### src/storage_pkg.sv
// Package with the constants and types shared by the clocked storage block.
package storage_pkg;
    // Stage counts of the ripple counter, the flip-flop shift register and one-bit stages.
    localparam int CNT_STAGES = 4;
    localparam int SR_STAGES  = 4;
    localparam int BIT_STAGES = 2;
    localparam int LATCHED_IX = 0;  // Stage 0 has the latch-feedback phase.
    localparam int DYNAMIC_IX = 1;  // Stage 1 is the dynamic variant.

    // Timing, in printed units, and the derived cycle counts at 50 MHz.
    localparam int CLK_PERIOD_NS = 20;
    localparam int RETAIN_US     = 50;
    localparam int MIN_PHASE_NS  = 500;
    localparam int RETAIN_CYC    = (RETAIN_US * 1000) / CLK_PERIOD_NS;
    localparam int MIN_PHASE_CYC = (MIN_PHASE_NS + CLK_PERIOD_NS - 1) / CLK_PERIOD_NS;
    localparam int AGE_W         = 12;
    localparam logic [AGE_W-1:0] AGE_LAST  = AGE_W'(RETAIN_CYC - 1);
    localparam logic [AGE_W-1:0] AGE_ZERO  = 12'h000;
    localparam logic [AGE_W-1:0] AGE_ONE   = 12'h001;
    localparam logic [AGE_W-1:0] ON_MIN    = AGE_W'(MIN_PHASE_CYC);
    localparam logic [AGE_W-1:0] ON_SAT    = 12'hFFF;

    // Phase fault bit positions.
    localparam int FAULT_OVERLAP = 0;
    localparam int FAULT_SHORT   = 1;

    // Progress of a one-bit stage through its phases.
    typedef enum logic [3:0] {
        ST_EMPTY = 4'h1,
        ST_XFER  = 4'h2,
        ST_HOLD  = 4'h4,
        ST_LATCH = 4'h8
    } stage_e;
endpackage

### src/ms_cell_if.sv
// Interface joining one master-slave flip-flop cell to the logic around it.
`timescale 1ns/100ps
interface ms_cell_if;
    logic clk_lvl;
    logic set_in;
    logic reset_in;
    logic q;
    logic master;

    modport flop (input clk_lvl, input set_in, input reset_in, output q, output master);
    modport user (output clk_lvl, output set_in, output reset_in, input q, input master);
endinterface

### src/ms_cell.sv
// Master-slave flip-flop cell with set and reset inputs and a level clock.
`timescale 1ns/100ps
module ms_cell
    import storage_pkg::*;
(
    // Clock and reset.
    input wire logic core_clk,
    input wire logic reset,
    // Cell connection.
    ms_cell_if.flop  port
);
    typedef struct packed {
        logic prev_clk;
        logic master;
        logic slave;
    } cell_s;

    cell_s st_reg;
    cell_s st_next;

    // Master loads on the rising clock level, slave copies it on the falling level.
    always_comb begin
        st_next = st_reg;
        st_next.prev_clk = port.clk_lvl;
        if (port.clk_lvl && !st_reg.prev_clk) begin
            if (port.set_in) begin
                st_next.master = 1'b1;
            end else if (port.reset_in) begin
                st_next.master = 1'b0;
            end
        end
        if (!port.clk_lvl && st_reg.prev_clk) begin
            st_next.slave = st_reg.master;
        end
    end

    // State register.
    always_ff @(posedge core_clk) begin
        if (reset) begin
            st_reg <= '0;
        end else begin
            st_reg <= st_next;
        end
    end

    // Outputs of the cell.
    assign port.q      = st_reg.slave;
    assign port.master = st_reg.master;

    chk_master_set_capture: assert property (@(posedge core_clk) disable iff (reset)
        ($rose(port.clk_lvl) && port.set_in) |=> port.master)
        else $error("Master did not set on rising clock.");

    chk_slave_follows: assert property (@(posedge core_clk) disable iff (reset)
        $fell(port.clk_lvl) |=> (port.q == $past(port.master)))
        else $error("Slave did not take master value on falling clock.");
endmodule

### src/clocked_storage_elements.sv
// Clock generator, ripple counter, shift register and one-bit phase-driven stages.
`timescale 1ns/100ps
// Behaviour
// - Counter stage toggles when previous falls.
// - Master loads on clock rise, slave follows.
// - Shift master takes data, passes onward.
// - Generated clock pair never equal.
// - Transfer admits data, output one delay later.
// - Latch phase holds output until next transfer.
// - Dynamic stage works without latch phase.
module clocked_storage_elements
    import storage_pkg::*;
(
    // Clock and reset.
    input  wire logic                  core_clk,
    input  wire logic                  reset,
    // Square wave for the clock generator and shift register data.
    input  wire logic                  square_in,
    input  wire logic                  ser_in,
    // Generated clock pair.
    output logic                       gen_clk,
    output logic                       gen_clk_n,
    // Counter and shift register state.
    output logic [CNT_STAGES-1:0]      cnt_q,
    output logic [SR_STAGES-1:0]       sr_q,
    // Outside phases of the one-bit stages.
    input  wire logic                  xfer_ph,
    input  wire logic                  hold_ph,
    input  wire logic                  latch_ph,
    // One-bit stage data.
    input  wire logic [BIT_STAGES-1:0] bit_in,
    output logic [BIT_STAGES-1:0]      bit_out,
    output logic [BIT_STAGES-1:0]      bit_valid,
    output logic [1:0]                 phase_fault
);
    typedef struct packed {
        logic                              gen_clk;
        logic                              gen_clk_n;
        stage_e [BIT_STAGES-1:0]           mode;
        logic [BIT_STAGES-1:0]             input_storage_node;
        logic [BIT_STAGES-1:0]             output_storage_node;
        logic [BIT_STAGES-1:0]             stage_out;
        logic [BIT_STAGES-1:0]             valid;
        logic [BIT_STAGES-1:0][AGE_W-1:0]  age;
        logic                              xfer_prev;
        logic [AGE_W-1:0]                  on_cnt;
        logic [1:0]                        fault;
    } top_s;

    top_s st_reg;
    top_s st_next;

    logic [SR_STAGES-1:0] sr_master;

    ms_cell_if cnt_if [CNT_STAGES] ();
    ms_cell_if sr_if  [SR_STAGES] ();

    // Ripple counter: the first cell is clocked by the generated clock, each later cell by the slave of the one before it.
    for (genvar i = 0; i < CNT_STAGES; i++) begin : g_cnt
        if (i == 0) begin : g_first
            assign cnt_if[i].clk_lvl = st_reg.gen_clk;
        end else begin : g_rest
            assign cnt_if[i].clk_lvl = cnt_if[i-1].q;
        end
        assign cnt_if[i].set_in   = ~cnt_if[i].q;
        assign cnt_if[i].reset_in = cnt_if[i].q;
        assign cnt_q[i]           = cnt_if[i].q;
        ms_cell u_cell (
            .core_clk (core_clk),
            .reset    (reset),
            .port     (cnt_if[i])
        );
    end

    // Shift register: all cells share the generated clock, data walks one cell per period.
    for (genvar i = 0; i < SR_STAGES; i++) begin : g_sr
        if (i == 0) begin : g_first
            assign sr_if[i].set_in = ser_in;
        end else begin : g_rest
            assign sr_if[i].set_in = sr_if[i-1].q;
        end
        assign sr_if[i].clk_lvl  = st_reg.gen_clk;
        assign sr_if[i].reset_in = ~sr_if[i].set_in;
        assign sr_q[i]           = sr_if[i].q;
        assign sr_master[i]      = sr_if[i].master;
        ms_cell u_cell (
            .core_clk (core_clk),
            .reset    (reset),
            .port     (sr_if[i])
        );
    end

    // Generator pair, one-bit stage phase machines, retention ageing and phase faults.
    always_comb begin
        st_next = st_reg;
        st_next.gen_clk   = square_in;
        st_next.gen_clk_n = ~square_in;
        for (int k = 0; k < BIT_STAGES; k++) begin
            case (st_reg.mode[k])
                ST_EMPTY: begin
                    if (xfer_ph) begin
                        st_next.mode[k] = ST_XFER;
                    end
                end
                ST_XFER: begin
                    if (!xfer_ph) begin
                        st_next.mode[k] = ST_HOLD;
                    end
                end
                ST_HOLD: begin
                    if (xfer_ph) begin
                        st_next.mode[k] = ST_XFER;
                    end else if (latch_ph && k == LATCHED_IX) begin
                        st_next.mode[k] = ST_LATCH;
                    end
                end
                ST_LATCH: begin
                    if (xfer_ph) begin
                        st_next.mode[k] = ST_XFER;
                    end
                end
                default: begin
                    st_next.mode[k] = ST_EMPTY;
                end
            endcase
            if (xfer_ph) begin
                st_next.input_storage_node[k] = bit_in[k];
                st_next.valid[k]   = 1'b1;
                st_next.age[k]     = AGE_ZERO;
            end else if (st_reg.mode[k] != ST_LATCH && st_reg.valid[k]) begin
                // Unlatched charge leaks away after the retention time.
                if (st_reg.age[k] == AGE_LAST) begin
                    st_next.valid[k] = 1'b0;
                end else begin
                    st_next.age[k] = st_reg.age[k] + AGE_ONE;
                end
            end
            if (!xfer_ph && (hold_ph || st_reg.mode[k] == ST_LATCH)) begin
                st_next.output_storage_node[k] = st_reg.input_storage_node[k];
            end
            st_next.stage_out[k] = st_reg.output_storage_node[k];
        end
        st_next.xfer_prev = xfer_ph;
        if (!xfer_ph) begin
            st_next.on_cnt = AGE_ZERO;
        end else if (st_reg.on_cnt != ON_SAT) begin
            st_next.on_cnt = st_reg.on_cnt + AGE_ONE;
        end
        if (xfer_ph && hold_ph) begin
            st_next.fault[FAULT_OVERLAP] = 1'b1;
        end
        if (st_reg.xfer_prev && !xfer_ph && st_reg.on_cnt < ON_MIN) begin
            st_next.fault[FAULT_SHORT] = 1'b1;
        end
    end

    // State register.
    always_ff @(posedge core_clk) begin
        if (reset) begin
            st_reg           <= '0;
            st_reg.gen_clk_n <= 1'b1;
            st_reg.mode      <= '{default: ST_EMPTY};
        end else begin
            st_reg <= st_next;
        end
    end

    // Outputs straight from the state register.
    assign gen_clk     = st_reg.gen_clk;
    assign gen_clk_n   = st_reg.gen_clk_n;
    assign bit_out     = st_reg.stage_out;
    assign bit_valid   = st_reg.valid;
    assign phase_fault = st_reg.fault;

    chk_counter_toggle: assert property (@(posedge core_clk) disable iff (reset)
        $fell(cnt_q[0]) |=> (cnt_q[1] != $past(cnt_q[1])))
        else $error("Counter stage did not toggle on falling previous stage.");

    chk_shift_master: assert property (@(posedge core_clk) disable iff (reset)
        $rose(gen_clk) |=> (sr_master[SR_STAGES-1:1] == $past(sr_q[SR_STAGES-2:0])))
        else $error("Shift master did not take previous slave.");

    chk_shift_slave: assert property (@(posedge core_clk) disable iff (reset)
        $fell(gen_clk) |=> (sr_q == $past(sr_master)))
        else $error("Shift slave did not take its master.");

    chk_clock_pair: assert property (@(posedge core_clk) disable iff (reset)
        gen_clk != gen_clk_n)
        else $error("Generated clock pair equal.");

    chk_clock_follow: assert property (@(posedge core_clk) disable iff (reset)
        $rose(square_in) |=> (gen_clk && !gen_clk_n))
        else $error("Generated clock did not follow square wave.");

    chk_xfer_capture: assert property (@(posedge core_clk) disable iff (reset)
        xfer_ph |=> (st_reg.input_storage_node == $past(bit_in)))
        else $error("Transfer phase did not admit data.");

    chk_output_delay: assert property (@(posedge core_clk) disable iff (reset)
        (hold_ph && !xfer_ph) |-> ##2 (bit_out[0] == $past(st_reg.input_storage_node[0], 2)))
        else $error("Stored value late at stage output.");

    chk_latch_hold: assert property (@(posedge core_clk) disable iff (reset)
        (st_reg.mode[LATCHED_IX] == ST_LATCH && !xfer_ph) [*4]
        |-> ($stable(bit_out[LATCHED_IX])
             && bit_valid[LATCHED_IX] == $past(bit_valid[LATCHED_IX])))
        else $error("Latched stage output moved.");

    chk_dynamic_decay: assert property (@(posedge core_clk) disable iff (reset)
        (bit_valid[DYNAMIC_IX] && !xfer_ph && st_reg.age[DYNAMIC_IX] == AGE_LAST)
        |=> !bit_valid[DYNAMIC_IX])
        else $error("Dynamic stage kept data past retention.");

    chk_overlap_flag: assert property (@(posedge core_clk) disable iff (reset)
        (xfer_ph && hold_ph) |=> phase_fault[FAULT_OVERLAP])
        else $error("Phase overlap not flagged.");
endmodule

### config.mk
export PLATFORM = sky130hd
export DESIGN_NAME = clocked_storage_elements
export DESIGN_NICKNAME = d
export VERILOG_FILES = /design/src/storage_pkg.sv /design/src/ms_cell_if.sv /design/src/ms_cell.sv /design/src/clocked_storage_elements.sv
export SDC_FILE = /design/constraint.sdc
export NUM_CORES = 1
export LEC_CHECK = 0
export ABC_AREA = 1
export BUFFER_PORTS_ARGS = -buffer_cell sky130_fd_sc_hd__buf_4
export CAP_MARGIN = 5
export CORE_UTILIZATION = 54
export CTS_CLUSTER_SIZE = 14
export DETAILED_ROUTE_END_ITERATION = 7
export GPL_TIMING_DRIVEN = 1
export PLACE_DENSITY_LB_ADDON = 0.3
export SYNTH_ARGS = -nofsm -noshare
export SYNTH_HDL_FRONTEND = slang
export SYNTH_SLANG_ARGS = --single-unit
export TNS_END_PERCENT = 1
### constraint.sdc
create_clock -name core_clk -period 1.4 [get_ports core_clk]
set_clock_uncertainty 0.2 [all_clocks]
set_input_delay 0.28 -clock core_clk [delete_from_list [all_inputs] [get_ports core_clk]]
set_output_delay 0.28 -clock core_clk [all_outputs]
set_load 0.1 [all_outputs]
# Word-level counts from Yosys, hierarchy flattened
# Cells that the tools add are included.
# totals
in_bits	9
reg_bits	77
# classes
bitwise_logic	4
add_sub_neg	3
magnitude_cmp	1
n_eq_ne	18
muxes	20
reduce_logical	40
# ops
op	n
$add A12 B1 Y12 const B	3
$eq A12 B12 Y1 const B	2
$mux W4	4
$logic_and A1 B1 Y1	15
$mux W1	14
$lt A12 B5 Y1 const B	1
$ne A12 B12 Y1 const B	1
$pmux W4 S3	1
$reduce_and A2 Y1	5
$logic_not A1 Y1	9
$eq A4 B1 Y1 const B	2
$eq A4 B2 Y1 const B	2
$eq A4 B3 Y1 const B	2
$eq A4 B4 Y1 const B	2
$ne A4 B4 Y1 const B	2
$pmux W4 S2	1
$reduce_bool A2 Y1	4
$reduce_or A2 Y1	3
$ne A2 B1 Y1 const B	2
$ne A2 B2 Y1 const B	2
$not A1 Y1	4
$ne A3 B3 Y1 const B	1
$reduce_and A3 Y1	1
$reduce_or A3 Y1	1
$logic_or A1 B1 Y1	2

# Longest topological paths before layout
# Gate-level depths: netlist of run 1.
# depth
ltp_word	4
depth_mapped	9
ltp_nobuf	9

# Modules after synthesis
# From an unflattened synthesis of run 1, not the netlist that was laid out.
# hier_totals
cells_unflattened	548
hier_area_um2	3837.4
# modules_own_cells
module	seq_area_each_um2	instances	area_per_inst_um2	cells_each
clocked_storage_elements	1061.0	1	2966.6	444
ms_cell	60.1	8	108.9	13

# Least setup slack after synthesis of run 1
# OpenSTA, ideal clock, no wires.
# synth_path
path_type	reg-to-reg
from	register st_reg, in the netlist gen_clk
to	register g_sr[0].u_cell.st_reg, in the netlist g_sr[0].u_cell.port.master
arrival_ps	1597
setup_ps	116
t_required_ps	1084
path_slack_ps	-513
synth_period_minus_slack_ps	1913
n_path_buf	0
path_stages_with_launch	6
cell_sequence	dfxtp_1 inv_1 nor2_1 inv_1 nor2_1 nor2_1
# synth_via
elab_chain_len	1
# synth_rtl
element	line_no	text
from (decl)	clocked_storage_elements.sv:50	top_s st_reg;
from (signal assigned)	clocked_storage_elements.sv:164	st_reg <= st_next;
$logic_and A1 B1 Y1	ms_cell.sv:25	if (port.clk_lvl && !st_reg.prev_clk) begin
to (signal assigned)	ms_cell.sv:42	st_reg <= st_next;
to (decl)	ms_cell.sv:18	cell_s st_reg;
# No other way between the ends.
# A chain may end at the register's enable or synchronous reset.

# Worst setup path in the final report of run 1
# layout_path
from	register st_reg[15] (netlist bit)
to	register st_reg[18] (netlist bit)
# layout_via
elab_chain_len	3
word_cells_on_any_way	4
cone_classes	add/sub (1); eq/ne (1); bitwise (1); reduce/logical (1)
# layout_rtl
element
branches (longest 3 deep; another with $add A12 B1 Y12)
# Several ways; the timed one is not identified.

==> impl_metrics.tcl, run 1 <==
set metrics [dict create \
    wl_um 10200 \
    status "complete, but fails checks" \
    cp.arrival_ns 1.66 \
    routed_via_density 5.50 \
    grt_pass1_wl_um 16600 \
    nets 620 \
    final-setup-viol-count 40 \
    tns_ns -2.08 \
    synth_top_area_frac 0.402 \
    synth.net_count 529 \
    drt_iter0_drc 292 \
    hp-class "input port to flip-flop" \
    vias 3791 \
    critPathKind "flip-flop to flip-flop" \
    area_growth_pct 38.8 \
    violations "design-rule violations, negative setup slack" \
    path_clk_slew_ns 0.08 \
    synth_area_mm2 0.00363 \
    yosys.area.top_type "dfxtp_1" \
    final_antenna_net_count 0 \
    clockRootBuffer "clkbuf_8" \
    ys_ff_latch 73 \
    yosysWarnings 0 \
    path_max_fanout 5 \
    instances_no_fill 689 \
    synth_edf_count 0 \
    largest_reg_flops 43 \
    max_cap_violations 0 \
    async_flop_share 0 \
    vdd_drop_max_v 0.00101 \
    drt_drc_violations_left 2 \
    netlist_instances 516 \
    avgSynthCellArea_um2 7.04 \
    rsz0062_at_grt "yes" \
    maxSlewViolCount 0 \
    dp_hpwl_um 5790 \
    start_util 0.565 \
    clk_path_buf_depth 2 \
    grt_pass1_vias 3705 \
    antenna_found_initial 0 \
    max_freq_mhz 623 \
    final-hold-violation-count 0 \
    wl_per_cell_um 14.8 \
    cp.required_ns 1.46 \
    port_buffers 24 \
    drive_gt1_frac 0.342 \
    cp-end-kind "flip-flop" \
    fin_crit_sh 1.15 \
    slew_headroom 0.785 \
    numCtsBuffers 9 \
    fill_cells 410 \
    design.die.area_mm2 0.00706 \
    clk_latency_ns 0.36 \
    grt_overflow 0 \
    cts.sinks 73 \
    yosys.cell_count.top_type "nand2_1" \
    setup_slack_ns -0.205 \
    die_x_um 84 \
    coreArea_mm2 0.00642 \
    leakage_nw 2.15 \
    placed_cells 657 \
    grt_start_max_net_pins 15 \
    synthTopCellsByCount "nand2_1 (110), nor2_1 (84), dfxtp_1 (73), inv_1 (66)" \
    synthTopCellsByArea "dfxtp_1 (40%), nand2_1 (11%), nor2_1 (8.7%), inv_1 (6.8%), a21oi_1 (4.7%)" \
    max_slew.worst_pin.slew_ns 0.322 \
    chipHeight_um 84 \
    io_pins 25 \
    power_density_mw_per_mm2 1020 \
    tritoncts "built" \
    fp-row-count 29 \
    first_pass_iters 7 \
    grt_usage 0.295 \
    place_congestion 0.893 \
    fin_crit_ns 1.61 \
    yosysUniqueCellTypes 34 \
    worst_setup_path_start_kind "flip-flop" \
    yosys_most_used_dff "dfxtp_1" \
    htreeDepth 3 \
    yosysSeqAreaShare 0.402 \
    diodes 0 \
]
## cell families (layout without fill, tap and decap cells)
kind of cell,after synthesis,in the layout,share of synthesized area
AO/OA/AOI/OAI,71,71,0.107
XOR/XNOR,13,13,0.0314
adder cells (fa/ha/maj),4,4,0.0138
buffers and inverters,91,182,0.117
flip-flops,73,73,0.402
AND/OR/NAND/NOR,264,269,0.329
## final cells by class
type / count / area, um2 / share of cell area
multi-input cells: 357 / 1990 / 0.394
flip-flops and latches: 73 / 1530 / 0.303
repair buffers: 98 / 946 / 0.188
inverters: 68 / 258 / 0.0511
clock buffers: 9 / 124 / 0.0246
clock inverters: 7 / 100 / 0.0199
well taps: 77 / 96.3 / 0.0191
## placed cells by master, fill, tap and decap left out, types with 3 or more instances in the layout
master and n:
dfxtp_1 40, dfxtp_2 23, xnor2_1 3, a311oi_1 3, inv_1 62, inv_6 3, nor2_2 10, nand3_1 32
nand2_2 12, ha_4 3, o21ai_1 7, buf_12 15, buf_4 76, a21oi_2 10, nand2_1 101, nor2_1 70
o21ai_0 20, nand3_2 6, a21oi_1 28, xor2_1 10, inv_2 4, clkbuf_8 9, nand2_4 6, dlygate4sd3_1 6
nand4_1 14, dfxtp_4 10, nor2_4 9
## routing by layer
metal	GRT usage	share of wire	routed length (um)	vias up
li1	-	-	-	1829
met1	0.349	0.41	4160	1792
met2	0.506	0.50	5150	137
met3	0.0613	0.057	582	33
met4	0.146	0.031	317	0
met5	0	0	0	-
## metrics by stage
step | area, um2 | util | setup WS [ns] | total power (W) | hold slack [ns]
after global routing | 5040 | 0.785 | -0.343 | 0.00530 | 0.00199
after CTS | 4960 | 0.772 | -0.0627 | 0.00507 | 0.00595
final | 5040 | 0.785 | -0.205 | 0.00512 | 0.00202
after detailed placement | 4240 | 0.660 | -0.174 | 0.00308 | 0.225
after global placement | 4240 | 0.660 | -0.132 | 0.00306 | 0.224
after floorplan | 3660 | - | -0.0915 | 0.00282 | 0.168
## report_power, final
| group | internal (W) | total [W] | switching, W |
|---|---|---|---|
| registers | 0.00216 | 0.00224 | 0.0000736 |
| logic | 0.000381 | 0.000969 | 0.000588 |
| clock network | 0.00102 | 0.00192 | 0.000893 |
| total | 0.00357 | 0.00512 | 0.00156 |
## final timing paths
check                           slack (ns)         from                     endpoint  depth (start not counted)
worst min-delay path                 0.002        reset  g_cnt[3].u_cell.port.master                          2
worst max register to register       -0.21   st_reg[15]                   st_reg[18]                          7
worst min register to register        0.24  st_next[42]                   bit_out[1]                          2
worst max-delay path                 -0.21   st_reg[15]                   st_reg[18]                          7
## worst max-delay path: stages (launching register included)
cell and delay, ns:
dfxtp_2 0.36, ha_4 0.15, nand2_2 0.07, nor2_4 0.14
nand3_4 0.13, nand2_2 0.14, nand2_1 0.07, a21oi_1 0.25
## what timing repair did
item,4_1_cts,5_1_grt
hold endpoints to repair,8,0
gates resized for setup,112,33
buffers inserted,4,1
hold buffers,6,0
pin swaps,25,8
endpoints found under the setup margin,58,57
cloned,5,0
(Power assumes the default switching activity.)
==> run 2: changes to the inputs <==
--- a/config.mk
+++ b/config.mk
@@ -16,4 +16,4 @@
 export SYNTH_ARGS = -nofsm -noshare
 export SYNTH_HDL_FRONTEND = slang
 export SYNTH_SLANG_ARGS = --single-unit
-export TNS_END_PERCENT = 1
+export TNS_END_PERCENT = 5
==> run 2 against run 1 <==
Compared with the run above:
- the flow finishes with violations (negative setup slack)
- clock power down 12%
- via count down 1.8%
- combinational power up 1%
- maximum frequency up 4.0%
- worst setup slack better by 0.062 ns
- hold slack better by 0.012 ns
- largest cell class unchanged
- highest routed layer unchanged
==> impl_metrics.tcl, run 2 (synthesized netlist as in run 1, its figures left out) <==
set metrics [dict create \
    wl_um 10400 \
    maxSlewViolCount 0 \
    cp.required_ns 1.49 \
    clockRootBuffer "clkbuf_8" \
    rsz0062_at_grt "yes" \
    coreArea_mm2 0.00642 \
    nets 618 \
    fin_crit_sh 1.10 \
    max_cap_violations 0 \
    numCtsBuffers 9 \
    instances_no_fill 687 \
    start_util 0.565 \
    worst_setup_path_start_kind "flip-flop" \
    hp-class "input port to flip-flop" \
    final-hold-violation-count 0 \
    multi_input_area_mm2 0.00208 \
    ff_latch_area_mm2 0.00152 \
    setup_slack_ns -0.143 \
    path_max_fanout 6 \
    dp_hpwl_um 5970 \
    clk_path_buf_depth 2 \
    tns_ns -2.00 \
    top_usage_layer "met2" \
    tritoncts "built" \
    cts.sinks 73 \
    diodes 0 \
    port_buffers 24 \
    final-setup-viol-count 40 \
    first_pass_iters 5 \
    place_congestion 0.880 \
    clk_latency_ns 0.37 \
    die_x_um 84 \
    cp-end-kind "flip-flop" \
    vias 3724 \
    grt_usage 0.288 \
    grt.met1_usage 0.309 \
    drt_drc_violations_left 0 \
    max_freq_mhz 648 \
    status "complete, but fails checks" \
    violations "negative setup slack" \
    chipHeight_um 84 \
    drive_gt1_frac 0.359 \
    gr-usage-met2 0.536 \
    fill_cells 395 \
    design.die.area_mm2 0.00706 \
    final_cell_mix "nand2_1 (97), buf_4 (72), nor2_1 (66), inv_1 (61), dfxtp_1 (43)" \
    routed_via_density 5.42 \
    drt_iter0_drc 214 \
    path_clk_slew_ns 0.07 \
    area_growth_pct 40.2 \
    antenna_found_initial 0 \
    htreeDepth 3 \
    max_slew.worst_pin.slew_ns 0.312 \
    grt_pass1_wl_um 16000 \
    slew_headroom 0.790 \
    grt_pass1_vias 3539 \
    utilization 0.793 \
    cp.arrival_ns 1.63 \
    grt_overflow 0 \
    use_met3 0.0722 \
    fp-row-count 29 \
    wl_per_cell_um 15.1 \
    final_antenna_net_count 0 \
    vdd_drop_max_v 0.000864 \
    largest_reg_flops 43 \
    critPathKind "flip-flop to flip-flop" \
    grt_start_max_net_pins 15 \
    final_common_cell "nand2_1" \
    leakage_nw 2.15 \
    fin_crit_ns 1.54 \
    io_pins 25 \
    placed_cells 655 \
    power_density_mw_per_mm2 963 \
]
-- run 2: critical path, cell delays in order (launching register included) --
cell and delay, ns:
dfxtp_1 0.37, nand2_2 0.14, inv_1 0.07, nand2_1 0.09, nor2_1 0.06, a21oi_2 0.28, nand2_1 0.11, a21oi_1 0.16
-- run 2: final timing paths --
path                from                          end  slack (ns)  cells after the start
min reg2reg  st_next[41]                   bit_out[0]        0.25                      2
max           st_reg[33]                   st_reg[32]       -0.14                      7
max reg2reg   st_reg[33]                   st_reg[32]       -0.14                      7
min                reset  g_cnt[3].u_cell.port.master        0.01                      2
-- run 2: final cells by class --
class | count | share of cell area
timing repair buffer | 96 | 0.184
clock inverter | 6 | 0.0135
inverter | 68 | 0.0506
tap | 77 | 0.0189
sequential | 73 | 0.299
multi-input combinational | 357 | 0.409
clock buffer | 10 | 0.0251
-- run 2: power by group --
group	internal [W]	switching, W	total, W
combinational	0.000387	0.000592	0.000980
sequential	0.00216	0.0000753	0.00224
clock	0.000833	0.000849	0.00168
total	0.00338	0.00152	0.00490
-- run 2: timing repair --
action / CTS / global route
gates cloned: 5 / 0
hold buffers: 6 / 0
resized for setup: 114 / 48
setup endpoints to repair: 58 / 59
hold endpoints to repair: 8 / 0
buffers inserted: 3 / 2
pin swaps: 27 / 18
-- run 2: routing by layer --
metal | routed length (um) | vias up
met5 | 0 | -
met4 | 325 | 0
met3 | 444 | 33
met2 | 5550 | 96
met1 | 4040 | 1777
li1 | - | 1818
-- run 2: stage by stage --
step / power [W] / cell area [um2] / hold WS, ns / setup slack (ns)
final: 0.00490 / 5090 / 0.0137 / -0.143
after global routing: 0.00508 / 5090 / 0.0120 / -0.190
after CTS: 0.00483 / 4930 / 0.00983 / -0.0570
after detailed placement: 0.00308 / 4230 / 0.231 / -0.172
after global placement: 0.00305 / 4230 / 0.224 / -0.129
after floorplan: 0.00282 / 3660 / 0.168 / -0.0915
